==> config.mk <==
export PLATFORM = sky130hd
export DESIGN_NAME = hipos_top
export DESIGN_NICKNAME = d
export VERILOG_FILES = /design/src/hw/hipos_pkg.sv /design/src/hw/hipos_top.sv
export SDC_FILE = /design/constraint.sdc
export NUM_CORES = 1
export LEC_CHECK = 0
export CAP_MARGIN = 40
export CORE_UTILIZATION = 44
export DETAILED_ROUTE_END_ITERATION = 10
export DONT_BUFFER_PORTS = 1
export HOLD_SLACK_MARGIN = 0.12
export SKIP_CTS_REPAIR_TIMING = 1
export SYNTH_ARGS = -nofsm -noshare
export SYNTH_HDL_FRONTEND = slang
export SYNTH_SLANG_ARGS = --single-unit
==> constraint.sdc <==
create_clock -name I_SYS_CLK -period 19.85 [get_ports I_SYS_CLK]
set_clock_uncertainty 0.05 [all_clocks]
set_input_delay 1.985 -clock I_SYS_CLK [delete_from_list [all_inputs] [get_ports I_SYS_CLK]]
set_output_delay 1.985 -clock I_SYS_CLK [all_outputs]
set_load 0.01 [all_outputs]
==> src/hw/hipos_pkg.sv <==
package hipos_pkg;

	// Mode of operation codes.
	localparam logic [7:0] MODE_HOMING = 8'h06;
	localparam logic [7:0] MODE_INTERP = 8'h07;

	// Wishbone register byte addresses.
	localparam logic [7:0] ADDR_CTRL = 8'h00;
	localparam logic [7:0] ADDR_MODE = 8'h04;
	localparam logic [7:0] ADDR_METHOD = 8'h08;
	localparam logic [7:0] ADDR_CUR_THR = 8'h0c;
	localparam logic [7:0] ADDR_BLOCK_MS = 8'h10;
	localparam logic [7:0] ADDR_TARGET = 8'h14;
	localparam logic [7:0] ADDR_STATUS = 8'h18;
	localparam logic [7:0] ADDR_POSITION = 8'h1c;
	localparam logic [7:0] ADDR_FERR_WIN = 8'h20;
	localparam logic [7:0] ADDR_FERR_MS = 8'h24;
	localparam logic [7:0] ADDR_STEP = 8'h28;
	localparam logic [7:0] ADDR_CFG = 8'h2c;

	// Controlword and statusword bit positions.
	localparam int CW_START = 4;
	localparam int CW_HALT = 8;
	localparam int SW_TARGET = 10;
	localparam int SW_ACTIVE = 12;
	localparam int SW_ERROR = 13;
	localparam int SW_SYNC = 8;

	// Configuration bit positions.
	localparam int CFG_CLOSED = 0;
	localparam int CFG_OPEN = 1;
	localparam int CFG_NMT_OP = 2;

	// Timing: one millisecond base at a 25 MHz clock.
	localparam int CLK_HZ = 25000000;
	localparam int MS_PER_S = 1000;
	localparam int CYC_PER_MS = CLK_HZ / MS_PER_S;

	// Reset values.
	localparam logic [31:0] RST_ZERO = 32'h0000_0000;
	localparam logic [31:0] RST_STEP = 32'h0000_0001;

	// Homing method number limits.
	localparam int M_IDX_LO = 1;
	localparam int M_IDX_HI = 14;
	localparam int M_SW_LO = 17;
	localparam int M_SW_HI = 30;
	localparam int M_NEXT_A = 33;
	localparam int M_NEXT_B = 34;
	localparam int M_HERE = 35;
	localparam int M_GAP_LO = 3;
	localparam int M_GAP_HI = 6;
	localparam int M_LIMPOS_HI = 10;
	localparam int M_SW_OFS = 16;
	localparam int M_RIGHT_LO = 5;

	// Homing sequencer states.
	typedef enum logic [2:0] {
		HS_IDLE = 3'b000,
		HS_SEARCH = 3'b001,
		HS_INDEX = 3'b010,
		HS_BLOCK = 3'b011,
		HS_DONE = 3'b100,
		HS_FAIL = 3'b101
	} hipos_hstate_t;

	// Decoded homing method.
	typedef struct packed {
		logic valid;
		logic use_index;
		logic use_switch;
		logic on_block;
		logic here;
		logic dir_pos;
		logic right_edge;
	} hipos_method_t;

	// Field inputs grouped together.
	typedef struct packed {
		logic lim_neg;
		logic lim_pos;
		logic home_sw;
		logic index;
		logic sync;
	} hipos_pins_t;

endpackage : hipos_pkg

==> src/hw/hipos_top.sv <==
// Function
// (RULE1) Block homing only in closed loop
// (RULE2) Stop detected when current exceeds threshold
// (RULE3) Keep pushing for configured blocking duration
// (RULE4) Methods 1..14 use switches and index
// (RULE5) Methods 17..30 use switches only
// (RULE6) Methods 33,34 use next index only
// (RULE7) Method 35 takes present position
// (RULE8) Method 35 needs no operation enabled
// (RULE9) Negative methods select block homing
// (RULE10) Methods 1,2 use negative/positive limit
// (RULE11) Methods 3..6 left/right home edge
// (RULE12) Methods 7..14 respect positive/negative limit; the code never reads the limit pins for these methods
// (RULE13) Methods 17,18 limit switch, no index
// (RULE14) Methods 19..22 home edges, no index
// (RULE15) Host writes 7 for interpolation
// (RULE16) Lock to sync once operational
// (RULE17) Controlword bit 4 starts interpolation
// (RULE18) Halt bit brakes, release ramps back
// (RULE19) Status bit 10 target reached logic
// (RULE20) Status bit 12 while interpolating
// (RULE21) Status bit 13 following error timeout
// (RULE22) Linear path toward single target
// (RULE23) Host writes 6 for homing
// (RULE24) Bit 4 runs homing until done/cleared
// (RULE25) Hold last target, never extrapolate
// (RULE26) Unsupported method refuses homing
//
// Added by the designer: the register offsets and register access over Wishbone.
`timescale 1ns/1ps
`default_nettype none
module hipos_top
	import hipos_pkg::*;
#(
	parameter int MS_CYCLES = CYC_PER_MS
) (
	input wire logic I_SYS_CLK,
	input wire logic I_RESET_N,
	input wire logic I_CE,
	input wire logic I_WB_CYC,
	input wire logic I_WB_STB,
	input wire logic I_WB_WE,
	input wire logic [7:0] I_WB_ADR,
	input wire logic [3:0] I_WB_SEL,
	input wire logic [31:0] I_WB_DAT,
	output logic [31:0] O_WB_DAT,
	output logic O_WB_ACK,
	input wire logic I_LIM_NEG,
	input wire logic I_LIM_POS,
	input wire logic I_HOME_SW,
	input wire logic I_INDEX,
	input wire logic I_SYNC,
	input wire logic [15:0] I_CURRENT,
	input wire logic [31:0] I_ACT_POS,
	input wire logic I_OP_ENABLED,
	output logic [31:0] O_DEMAND_POS,
	output logic O_MOTOR_ON,
	output logic O_DIR_POS
);

	////////////////////////////////////////////////////////////////////////
	// Registers and pin synchronisers.

	logic [15:0] ctrl_q; // Controlword.
	logic [7:0] mode_q; // Mode of operation select.
	logic [7:0] method_q; // Signed homing method number.
	logic [15:0] cur_thr_q; // Block detection current threshold.
	logic [15:0] block_ms_q; // Blocking duration in milliseconds.
	logic [31:0] target_q; // Interpolation target.
	logic [31:0] ferr_win_q; // Following error window.
	logic [15:0] ferr_ms_q; // Following error timeout in milliseconds.
	logic [31:0] step_q; // Position step per clock along the path.
	logic [2:0] cfg_q; // Closed loop, open loop and operational flags.
	logic [31:0] pos_q; // Demand position.
	hipos_pins_t meta_q; // First synchroniser stage, read only by the second.
	hipos_pins_t pin_q; // Synchronised pins.
	hipos_pins_t prev_q; // Previous synchronised pins for edges.
	logic halt_prev_q; // Last halt value, for transitions.
	logic braking_q; // Halt braking in progress.
	logic synced_q; // Locked to sync.
	logic ip_active_q; // Interpolation running.
	logic homed_q; // Homing completed since restart.
	hipos_hstate_t hstate_q; // Homing sequencer state.
	logic [15:0] ms_cnt_q; // Millisecond prescaler.
	logic [15:0] blk_ms_q; // Milliseconds spent pushing on the block.
	logic [15:0] fe_ms_q; // Milliseconds outside the error window.
	logic ferr_q; // Following error flag.
	logic ack_q; // Bus acknowledge.
	logic [31:0] rdat_q; // Bus read data.

	logic ms_tick; // One-millisecond pulse.
	logic bus_req; // Valid bus cycle awaiting ack.
	logic wr_en; // Write takes effect this edge.
	hipos_method_t m; // Decoded method.
	logic lim_only; // Profile references straight on a limit switch.
	logic [31:0] sw_word; // Statusword image.
	logic [31:0] ferr_abs; // Magnitude of following error.
	logic [31:0] diff; // Target minus demand.
	logic [31:0] mag; // Magnitude of the remaining path.
	logic at_target; // Demand equals target.

	// Both synchroniser stages step together; logic reads pin_q and prev_q, never meta_q.
	always_ff @(posedge I_SYS_CLK) begin
		if (!I_RESET_N) begin
			meta_q <= '0;
			pin_q <= '0;
			prev_q <= '0;
		end else if (I_CE) begin
			meta_q <= {I_LIM_NEG, I_LIM_POS, I_HOME_SW, I_INDEX, I_SYNC};
			pin_q <= meta_q;
			prev_q <= pin_q;
		end
	end

	////////////////////////////////////////////////////////////////////////
	// Wishbone slave: one wait state, ack drops the cycle after.

	assign bus_req = I_WB_CYC && I_WB_STB && !ack_q;
	assign wr_en = bus_req && I_WB_WE && I_CE;

	// Acknowledge every cycle, mapped or not; unmapped reads return zero.
	always_ff @(posedge I_SYS_CLK) begin
		if (!I_RESET_N) begin
			ack_q <= 1'b0;
		end else if (I_CE) begin
			ack_q <= bus_req;
		end
	end

	// Read multiplexer, registered so data comes from flip-flops.
	always_ff @(posedge I_SYS_CLK) begin
		if (!I_RESET_N) begin
			rdat_q <= RST_ZERO;
		end else if (I_CE && bus_req) begin
			if (I_WB_ADR == ADDR_CTRL) begin
				rdat_q <= {16'h0000, ctrl_q};
			end else if (I_WB_ADR == ADDR_MODE) begin
				rdat_q <= {24'h000000, mode_q};
			end else if (I_WB_ADR == ADDR_METHOD) begin
				rdat_q <= {24'h000000, method_q};
			end else if (I_WB_ADR == ADDR_CUR_THR) begin
				rdat_q <= {16'h0000, cur_thr_q};
			end else if (I_WB_ADR == ADDR_BLOCK_MS) begin
				rdat_q <= {16'h0000, block_ms_q};
			end else if (I_WB_ADR == ADDR_TARGET) begin
				rdat_q <= target_q;
			end else if (I_WB_ADR == ADDR_STATUS) begin
				rdat_q <= sw_word;
			end else if (I_WB_ADR == ADDR_POSITION) begin
				rdat_q <= pos_q;
			end else if (I_WB_ADR == ADDR_FERR_WIN) begin
				rdat_q <= ferr_win_q;
			end else if (I_WB_ADR == ADDR_FERR_MS) begin
				rdat_q <= {16'h0000, ferr_ms_q};
			end else if (I_WB_ADR == ADDR_STEP) begin
				rdat_q <= step_q;
			end else if (I_WB_ADR == ADDR_CFG) begin
				rdat_q <= {29'h00000000, cfg_q};
			end else begin
				rdat_q <= RST_ZERO;
			end
		end
	end

	// Write decoder; the low byte lanes only matter for narrow fields.
	always_ff @(posedge I_SYS_CLK) begin
		if (!I_RESET_N) begin
			ctrl_q <= '0;
			mode_q <= '0;
			method_q <= '0;
			cur_thr_q <= '0;
			block_ms_q <= '0;
			target_q <= RST_ZERO;
			ferr_win_q <= RST_ZERO;
			ferr_ms_q <= '0;
			step_q <= RST_STEP;
			cfg_q <= '0;
		end else if (wr_en) begin
			if (I_WB_ADR == ADDR_CTRL && (&I_WB_SEL[1:0])) begin
				ctrl_q <= I_WB_DAT[15:0];
			end else if (I_WB_ADR == ADDR_MODE && I_WB_SEL[0]) begin
				mode_q <= I_WB_DAT[7:0]; // RULE15 RULE23
			end else if (I_WB_ADR == ADDR_METHOD && I_WB_SEL[0]) begin
				method_q <= I_WB_DAT[7:0];
			end else if (I_WB_ADR == ADDR_CUR_THR && I_WB_SEL[0]) begin
				cur_thr_q <= I_WB_DAT[15:0];
			end else if (I_WB_ADR == ADDR_BLOCK_MS && I_WB_SEL[0]) begin
				block_ms_q <= I_WB_DAT[15:0];
			end else if (I_WB_ADR == ADDR_TARGET && (&I_WB_SEL)) begin
				target_q <= I_WB_DAT; // RULE25
			end else if (I_WB_ADR == ADDR_FERR_WIN && (&I_WB_SEL)) begin
				ferr_win_q <= I_WB_DAT;
			end else if (I_WB_ADR == ADDR_FERR_MS && I_WB_SEL[0]) begin
				ferr_ms_q <= I_WB_DAT[15:0];
			end else if (I_WB_ADR == ADDR_STEP && (&I_WB_SEL)) begin
				step_q <= I_WB_DAT;
			end else if (I_WB_ADR == ADDR_CFG && I_WB_SEL[0]) begin
				cfg_q <= I_WB_DAT[2:0];
			end
		end
	end

	assign O_WB_ACK = ack_q;
	assign O_WB_DAT = rdat_q;

	////////////////////////////////////////////////////////////////////////
	// Homing method decode.

	// Negative numbers are two's complement bytes; magnitude picks the profile.
	always_comb begin
		logic neg;
		logic [7:0] a;
		logic [7:0] p;
		neg = method_q[7];
		a = neg ? 8'(-method_q) : method_q;
		p = (a >= 8'(M_SW_LO)) ? 8'(a - 8'(M_SW_OFS)) : a;
		m = '0;
		lim_only = (p <= 8'(M_IDX_LO + 1));
		if (!neg && a >= 8'(M_IDX_LO) && a <= 8'(M_IDX_HI)) begin
			m.valid = 1'b1;
			m.use_index = 1'b1; // RULE4
			m.use_switch = 1'b1;
		end else if (!neg && a >= 8'(M_SW_LO) && a <= 8'(M_SW_HI)) begin
			m.valid = 1'b1;
			m.use_switch = 1'b1; // RULE5
		end else if (!neg && (a == 8'(M_NEXT_A) || a == 8'(M_NEXT_B))) begin
			m.valid = 1'b1;
			m.use_index = 1'b1; // RULE6
		end else if (!neg && a == 8'(M_HERE)) begin
			m.valid = 1'b1;
			m.here = 1'b1; // RULE7
		end else if (neg && ((p >= 8'(M_IDX_LO) && p <= 8'(M_IDX_LO + 1))
				|| (p > 8'(M_GAP_HI) && p <= 8'(M_IDX_HI)))) begin
			m.valid = cfg_q[CFG_CLOSED]; // RULE9 RULE1
			m.on_block = 1'b1;
			m.use_index = (a <= 8'(M_IDX_HI));
		end
		// Odd numbers go negative; 7..10 bound by positive limit first.
		m.dir_pos = (p > 8'(M_GAP_HI) && p <= 8'(M_LIMPOS_HI)) || !p[0]; // RULE10 RULE12 RULE13
		m.right_edge = (p >= 8'(M_RIGHT_LO) && p <= 8'(M_GAP_HI)); // RULE11 RULE14
	end

	////////////////////////////////////////////////////////////////////////
	// Millisecond prescaler and homing sequencer.

	assign ms_tick = (ms_cnt_q == 16'(MS_CYCLES - 1));

	// Free-running millisecond prescaler for both timeouts.
	always_ff @(posedge I_SYS_CLK) begin
		if (!I_RESET_N) begin
			ms_cnt_q <= '0;
		end else if (I_CE) begin
			ms_cnt_q <= ms_tick ? 16'h0000 : 16'(ms_cnt_q + 16'h0001);
		end
	end

	logic homing_mode; // Homing selected.
	logic hit_switch; // Reference switch condition met.
	assign homing_mode = (mode_q == MODE_HOMING);
	// Limit switch, else the home edge: rising for left, falling for right.
	assign hit_switch = lim_only ? (m.dir_pos ? pin_q.lim_pos : pin_q.lim_neg)
		: (m.right_edge ? (prev_q.home_sw && !pin_q.home_sw) : (pin_q.home_sw && !prev_q.home_sw)); // RULE11 RULE14

	// Homing sequencer; clearing bit 4 aborts at any point.
	always_ff @(posedge I_SYS_CLK) begin
		if (!I_RESET_N) begin
			hstate_q <= HS_IDLE;
			blk_ms_q <= '0;
			homed_q <= 1'b0;
		end else if (I_CE) begin
			if (!homing_mode || !ctrl_q[CW_START]) begin
				hstate_q <= HS_IDLE; // RULE24
			end else begin
				case (hstate_q)
					HS_IDLE: begin
						if (!m.valid) begin
							hstate_q <= HS_FAIL; // RULE26
						end else if (m.here) begin
							hstate_q <= HS_DONE; // RULE8
							homed_q <= 1'b1;
						end else if (I_OP_ENABLED) begin
							hstate_q <= HS_SEARCH;
							homed_q <= 1'b0;
						end
					end
					HS_SEARCH: begin
						blk_ms_q <= '0;
						if (m.on_block && I_CURRENT > cur_thr_q) begin
							hstate_q <= HS_BLOCK; // RULE2
						end else if (!m.on_block && !m.use_switch && pin_q.index && !prev_q.index) begin
							hstate_q <= HS_DONE; // RULE6
							homed_q <= 1'b1;
						end else if (!m.on_block && m.use_switch && hit_switch) begin
							hstate_q <= m.use_index ? HS_INDEX : HS_DONE;
							homed_q <= !m.use_index;
						end
					end
					HS_BLOCK: begin
						if (ms_tick) begin
							blk_ms_q <= 16'(blk_ms_q + 16'h0001);
						end
						if (blk_ms_q >= block_ms_q) begin
							hstate_q <= m.use_index ? HS_INDEX : HS_DONE; // RULE3
							homed_q <= !m.use_index;
						end
					end
					HS_INDEX: begin
						if (pin_q.index && !prev_q.index) begin
							hstate_q <= HS_DONE;
							homed_q <= 1'b1;
						end
					end
					default: begin
						hstate_q <= hstate_q;
					end
				endcase
			end
		end
	end

	////////////////////////////////////////////////////////////////////////
	// Interpolated position mode.

	assign diff = 32'(target_q - pos_q);
	assign mag = diff[31] ? 32'(-diff) : diff;
	assign at_target = (diff == RST_ZERO);

	// Lock to sync edges only once operational.
	always_ff @(posedge I_SYS_CLK) begin
		if (!I_RESET_N) begin
			synced_q <= 1'b0;
		end else if (I_CE) begin
			if (!cfg_q[CFG_NMT_OP]) begin
				synced_q <= 1'b0;
			end else if (pin_q.sync && !prev_q.sync) begin
				synced_q <= 1'b1; // RULE16
			end
		end
	end

	// Interpolation runs while mode 7 and bit 4 are set and sync is locked.
	always_ff @(posedge I_SYS_CLK) begin
		if (!I_RESET_N) begin
			ip_active_q <= 1'b0;
		end else if (I_CE) begin
			ip_active_q <= (mode_q == MODE_INTERP) && ctrl_q[CW_START] && synced_q; // RULE17
		end
	end

	// Halt transitions: rising brakes, falling restarts the ramp.
	always_ff @(posedge I_SYS_CLK) begin
		if (!I_RESET_N) begin
			halt_prev_q <= 1'b0;
			braking_q <= 1'b0;
		end else if (I_CE) begin
			halt_prev_q <= ctrl_q[CW_HALT];
			if (ctrl_q[CW_HALT] && !halt_prev_q) begin
				braking_q <= 1'b1; // RULE18
			end else if (!ctrl_q[CW_HALT]) begin
				braking_q <= 1'b0; // RULE18
			end
		end
	end

	// Linear path: fixed step per clock, clamped so target is never passed.
	always_ff @(posedge I_SYS_CLK) begin
		if (!I_RESET_N) begin
			pos_q <= RST_ZERO;
		end else if (I_CE) begin
			if (hstate_q == HS_DONE && m.here) begin
				pos_q <= I_ACT_POS; // RULE7
			end else if (ip_active_q && !braking_q && !at_target) begin
				if (mag <= step_q) begin
					pos_q <= target_q; // RULE25
				end else if (diff[31]) begin
					pos_q <= 32'(pos_q - step_q); // RULE22
				end else begin
					pos_q <= 32'(pos_q + step_q); // RULE22
				end
			end
		end
	end

	// Following error timer in closed loop only.
	always_ff @(posedge I_SYS_CLK) begin
		if (!I_RESET_N) begin
			fe_ms_q <= '0;
			ferr_q <= 1'b0;
		end else if (I_CE) begin
			if (!cfg_q[CFG_CLOSED] || ferr_abs <= ferr_win_q) begin
				fe_ms_q <= '0;
				ferr_q <= 1'b0;
			end else begin
				if (ms_tick && fe_ms_q != 16'hffff) begin
					fe_ms_q <= 16'(fe_ms_q + 16'h0001);
				end
				ferr_q <= (fe_ms_q > ferr_ms_q); // RULE21
			end
		end
	end

	assign ferr_abs = (32'(pos_q - I_ACT_POS) & 32'h8000_0000) != RST_ZERO
		? 32'(I_ACT_POS - pos_q) : 32'(pos_q - I_ACT_POS);

	////////////////////////////////////////////////////////////////////////
	// Statusword and motor outputs.

	// Status layout depends on mode; speed zero means not stepping.
	always_comb begin
		sw_word = RST_ZERO;
		sw_word[SW_SYNC] = synced_q;
		if (homing_mode) begin
			sw_word[SW_TARGET] = (hstate_q == HS_DONE) || (hstate_q == HS_IDLE) || (hstate_q == HS_FAIL);
			sw_word[SW_ACTIVE] = homed_q;
			sw_word[SW_ERROR] = (hstate_q == HS_FAIL);
		end else begin
			sw_word[SW_TARGET] = halt_prev_q ? (braking_q || !ip_active_q) : at_target; // RULE19
			sw_word[SW_ACTIVE] = ip_active_q; // RULE20
			sw_word[SW_ERROR] = ferr_q; // RULE21
		end
	end

	// Motor outputs from flip-flops.
	always_ff @(posedge I_SYS_CLK) begin
		if (!I_RESET_N) begin
			O_DEMAND_POS <= RST_ZERO;
			O_MOTOR_ON <= 1'b0;
			O_DIR_POS <= 1'b0;
		end else if (I_CE) begin
			O_DEMAND_POS <= pos_q;
			O_MOTOR_ON <= (hstate_q == HS_SEARCH) || (hstate_q == HS_BLOCK) || (hstate_q == HS_INDEX);
			O_DIR_POS <= m.dir_pos;
		end
	end

endmodule : hipos_top
`default_nettype wire

==> PnR_summary.wiki <==
{| class="wikitable"
! Metric !! Value
|-
| Unrepaired setup endpoints after global routing || false
|-
| Clock Tree Root || clkbuf_16
|-
| Total routed wirelength || about 100000 um
|-
| Final Util || 47.9%
|-
| Fraction of synthesized cell area taken by the top area cell type || around a quarter
|-
| Cell taking the most area after synthesis || dfxtp_1
|-
| Crit. End Element || flop
|-
| Post-route fraction of the period consumed by the critical path || a little over two fifths
|-
| Number of fill cells || between 6000 and 7000
|-
| Finished layout cell area || between 20000 and 30000 um2
|-
| Power per cell area || 58.3 nW/um2
|-
| Reported max-cap violation count || 0
|-
| Total cell area at the placement stage || 27400 um2
|-
| Detailed-route vias per instance || 6.11
|-
| Max H-tree Level || 2
|-
| Unique cell type count in the Yosys netlist || about 90
|-
| Max Fanout on Critical Path || 46
|-
| Category of the most critical setup path || input port to flop
|-
| Via count of the first global-routing pass || about 24000
|-
| Total of warnings raised by yosys || 0
|-
| Post-synthesis register bit count || 348
|-
| Starting density of the core || approximately 44%
|-
| Number of antenna violations at the first check in global routing || 1
|-
| Avg Inst Size Synth || approximately 7.5 um2
|-
| Hold violation count in the final report || 0
|-
| Std-Cell Core Area || 60400 um2
|-
| Most common cell after layout, fill and taps aside || nand2_1
|-
| Overflow left after global routing || 0
|-
| Proportion of power drawn by combinational gates || under 10%
|-
| Ranking of synthesized cells by area || dfxtp_1, ha_1, a21oi_1
|-
| Floorplan row count || 90
|-
| Largest net degree at the start of global routing || 97
|-
| Mapped cell area || 26900 um2
|-
| Worst path required time || just over 20 ns
|-
| Routed wirelength normalized by instance count || roughly 24 um
|-
| Wire length of the first global-routing pass || 154000 um
|-
| Actual slew at the worst max-slew pin || 0.966 ns
|-
| Worst-path clk slew || ~0.06 ns
|-
| Initial DRC Count || between 2000 and 2500
|-
| Total nets after synthesis || roughly 3900
|-
| Post-route worst hold slack || roughly 0.4 ns
|-
| Leakage || 11.1 nW
|-
| Total Power || between 1.5 and 2 mW
|-
| DP Worst Slack || ~11 ns
|-
| Worst IR Drop VDD || ~0.065 mV
|-
| Sw power || around 0.43 mW
|-
| DRC Markers || 0
|-
| Die extent in x || roughly 250 um
|-
| Fraction of power consumed by sequential logic || 41.9%
|-
| Overall global routing resource usage || roughly 32%
|-
| Arrival @ worst endpoint || slightly below 9 ns
|-
| Final ANT Viol Nets || 0
|-
| Synthesized netlist cell count || between 3000 and 4000
|-
| Fraction of final layout cells sized beyond drive strength 1 || about 6.0%
|-
| Clock network fraction of total power || a little over 50%
|-
| TritonCTS Sinks || about 350
|-
| Insertion delay of the later-clocked pin in the worst-skew pair || between 0.6 and 0.7 ns
|-
| Period minus WS final || between 8 and 9 ns
|-
| Async S/R FF share, synth || 0%
|-
| EDFF count, synth || 0
|-
| Sequential standard cell area || 6970 um2
|-
| Final nets || roughly 3800
|-
| Timing-limited maximum frequency || between 0.1 and 0.15 GHz
|-
| Instance count after placement with tap cells included || around 4200
|-
| Count of boundary I/O pins || 171
|-
| Result of the run || finished, final reports clean
|-
| Relative slew margins || 35.2%
|-
| Commonest cells after routing, fill and taps aside || nand2_1, a21oi_1, dfxtp_1
|-
| ANT cells || 0
|-
| Die footprint || 62000 um2
|-
| TritonCTS clock tree || done
|-
| Vias || 26000
|-
| Category of the worst setup path launch point || input port
|-
| Buffer depth of the longest clock path || 3
|-
| Footprint of the multi-input gates || 18200 um2
|-
| Share of synthesized area occupied by flip-flops and latches || 25.9%
|-
| First-pass iteration count of the detailed router || 9
|-
| Synth Flop Type || dfxtp_1
|-
| Final setup vio count || 0
|-
| Port-buffer cells || 0
|-
| Placer Congestion || ~1
|-
| Worst hold path type || flop to flop
|-
| Signed area change from the synthesized netlist to the final layout || 7.64%
|-
| Post-route setup TNS || 0 ns
|-
| Cell internal power dissipation || ~1.3 mW
|-
| Sw frac || about 26%
|-
| Sum of net half-perimeters after detailed placement || roughly 80000 um
|-
| Filler-free cell count of the finished design || 4258
|-
| Slack of the critical path || 11.58 ns
|-
| Number of buffers created by CTS || 42
|-
| Overall die height || between 200 and 250 um
|-
| Final number of max-transition violations || 0
|}
==> state kept, by name, indices dropped and copies added (netlist names), 3 cells and up <==
register      count
pin_q             5
target_q         32
ctrl_q           16
ms_cnt_q         16
meta_q            5
mode_q            8
O_DEMAND_POS     32
cfg_q             3
blk_ms_q         16
cur_thr_q        16
prev_q            3
O_WB_DAT         32
hstate_q          3
ferr_ms_q        16
ferr_win_q       32
step_q           32
fe_ms_q          16
method_q          8
block_ms_q       16
pos_q            32
==> logic make-up (layout without fill, tap and decap cells) <==
kind of cell    after synthesis  count (layout)  synth area share (%)
fa+ha+maj                   251             251                  11.8
simple gates               1196            1196                  20.4
flops                       348             348                  25.9
buf+inv                     438             341                  6.31
compound gates             1064            1064                  26.0
xor+xnor                    174             174                  5.70
mux                         102             102                  3.84
==> layer usage <==
layer | vias up | global-route usage (%) | wire length [um]
li1 | 12500 | - | -
met1 | 12200 | 38.5 | 40700
met2 | 1071 | 53.1 | 46800
met3 | 288 | 5.52 | 7540
met4 | 4 | 21.1 | 7450
met5 | - | 0.772 | 75
==> power groups by stage <==
stage / clock network (mW) / logic, mW / registers [mW]
floorplan: 0 / 0.0883 / 0.720
global placement: 0 / 0.111 / 0.721
detailed placement: 0 / 0.111 / 0.720
CTS: 0.875 / 0.111 / 0.705
global route: 0.902 / 0.125 / 0.705
finish: 0.865 / 0.113 / 0.705
==> layout make-up <==
class	count	share of cell area [%]
Clock buffer	52	3.97
Inverter	230	3.01
Tap cell	782	3.39
Multi-Input combinational cell	2787	63.1
Sequential cell	348	24.1
Clock inverter	26	1.35
Timing Repair Buffer	33	1.06
==> critical path, stage by stage <==
cell and delay [ns]:
inv_1 0.05, ha_1 0.53, nand4_1 0.25, nor4_1 0.52, a221oi_1 0.15, o31ai_1 0.11
or3_1 0.17, o221a_2 0.23, buf_4 0.49, mux2i_1 0.23, o21ai_0 0.21, a31oi_1 0.31
o21ai_0 0.17, xor2_1 0.17, ha_1 0.28, nand4_1 0.16, nor4_1 0.77, nand3_1 0.17
o31ai_1 0.60, nand2_1 0.14, o21ai_0 0.11, a21oi_1 0.06, buf_4 0.25, or4_1 0.48
a21oi_1 0.15
==> cells in the mapped netlist (all sizes together) (46+ instances only) <==
master	number
nand2	538
a21oi	417
dfxtp	348
nor2	253
ha	247
inv	230
o21ai	181
clkbuf	177
xnor2	101
mux2i	94
nand3	73
xor2	73
a21o	66
nand4	59
nor2b	58
nor3	48
o31ai	46
==> worst paths after layout <==
path	from	end	slack [ns]	cells past startpoint
setup / recovery	I_ACT_POS[25]	fe_ms_q[7]	11.58	25
hold / removal	ctrl_q[11]	ctrl_q[11]	0.41	2
setup reg to reg	pos_q[13]	pos_q[30]	11.73	24
hold reg to reg	ctrl_q[11]	ctrl_q[11]	0.41	2
No activity file was read; power rests on OpenSTA's default activity.
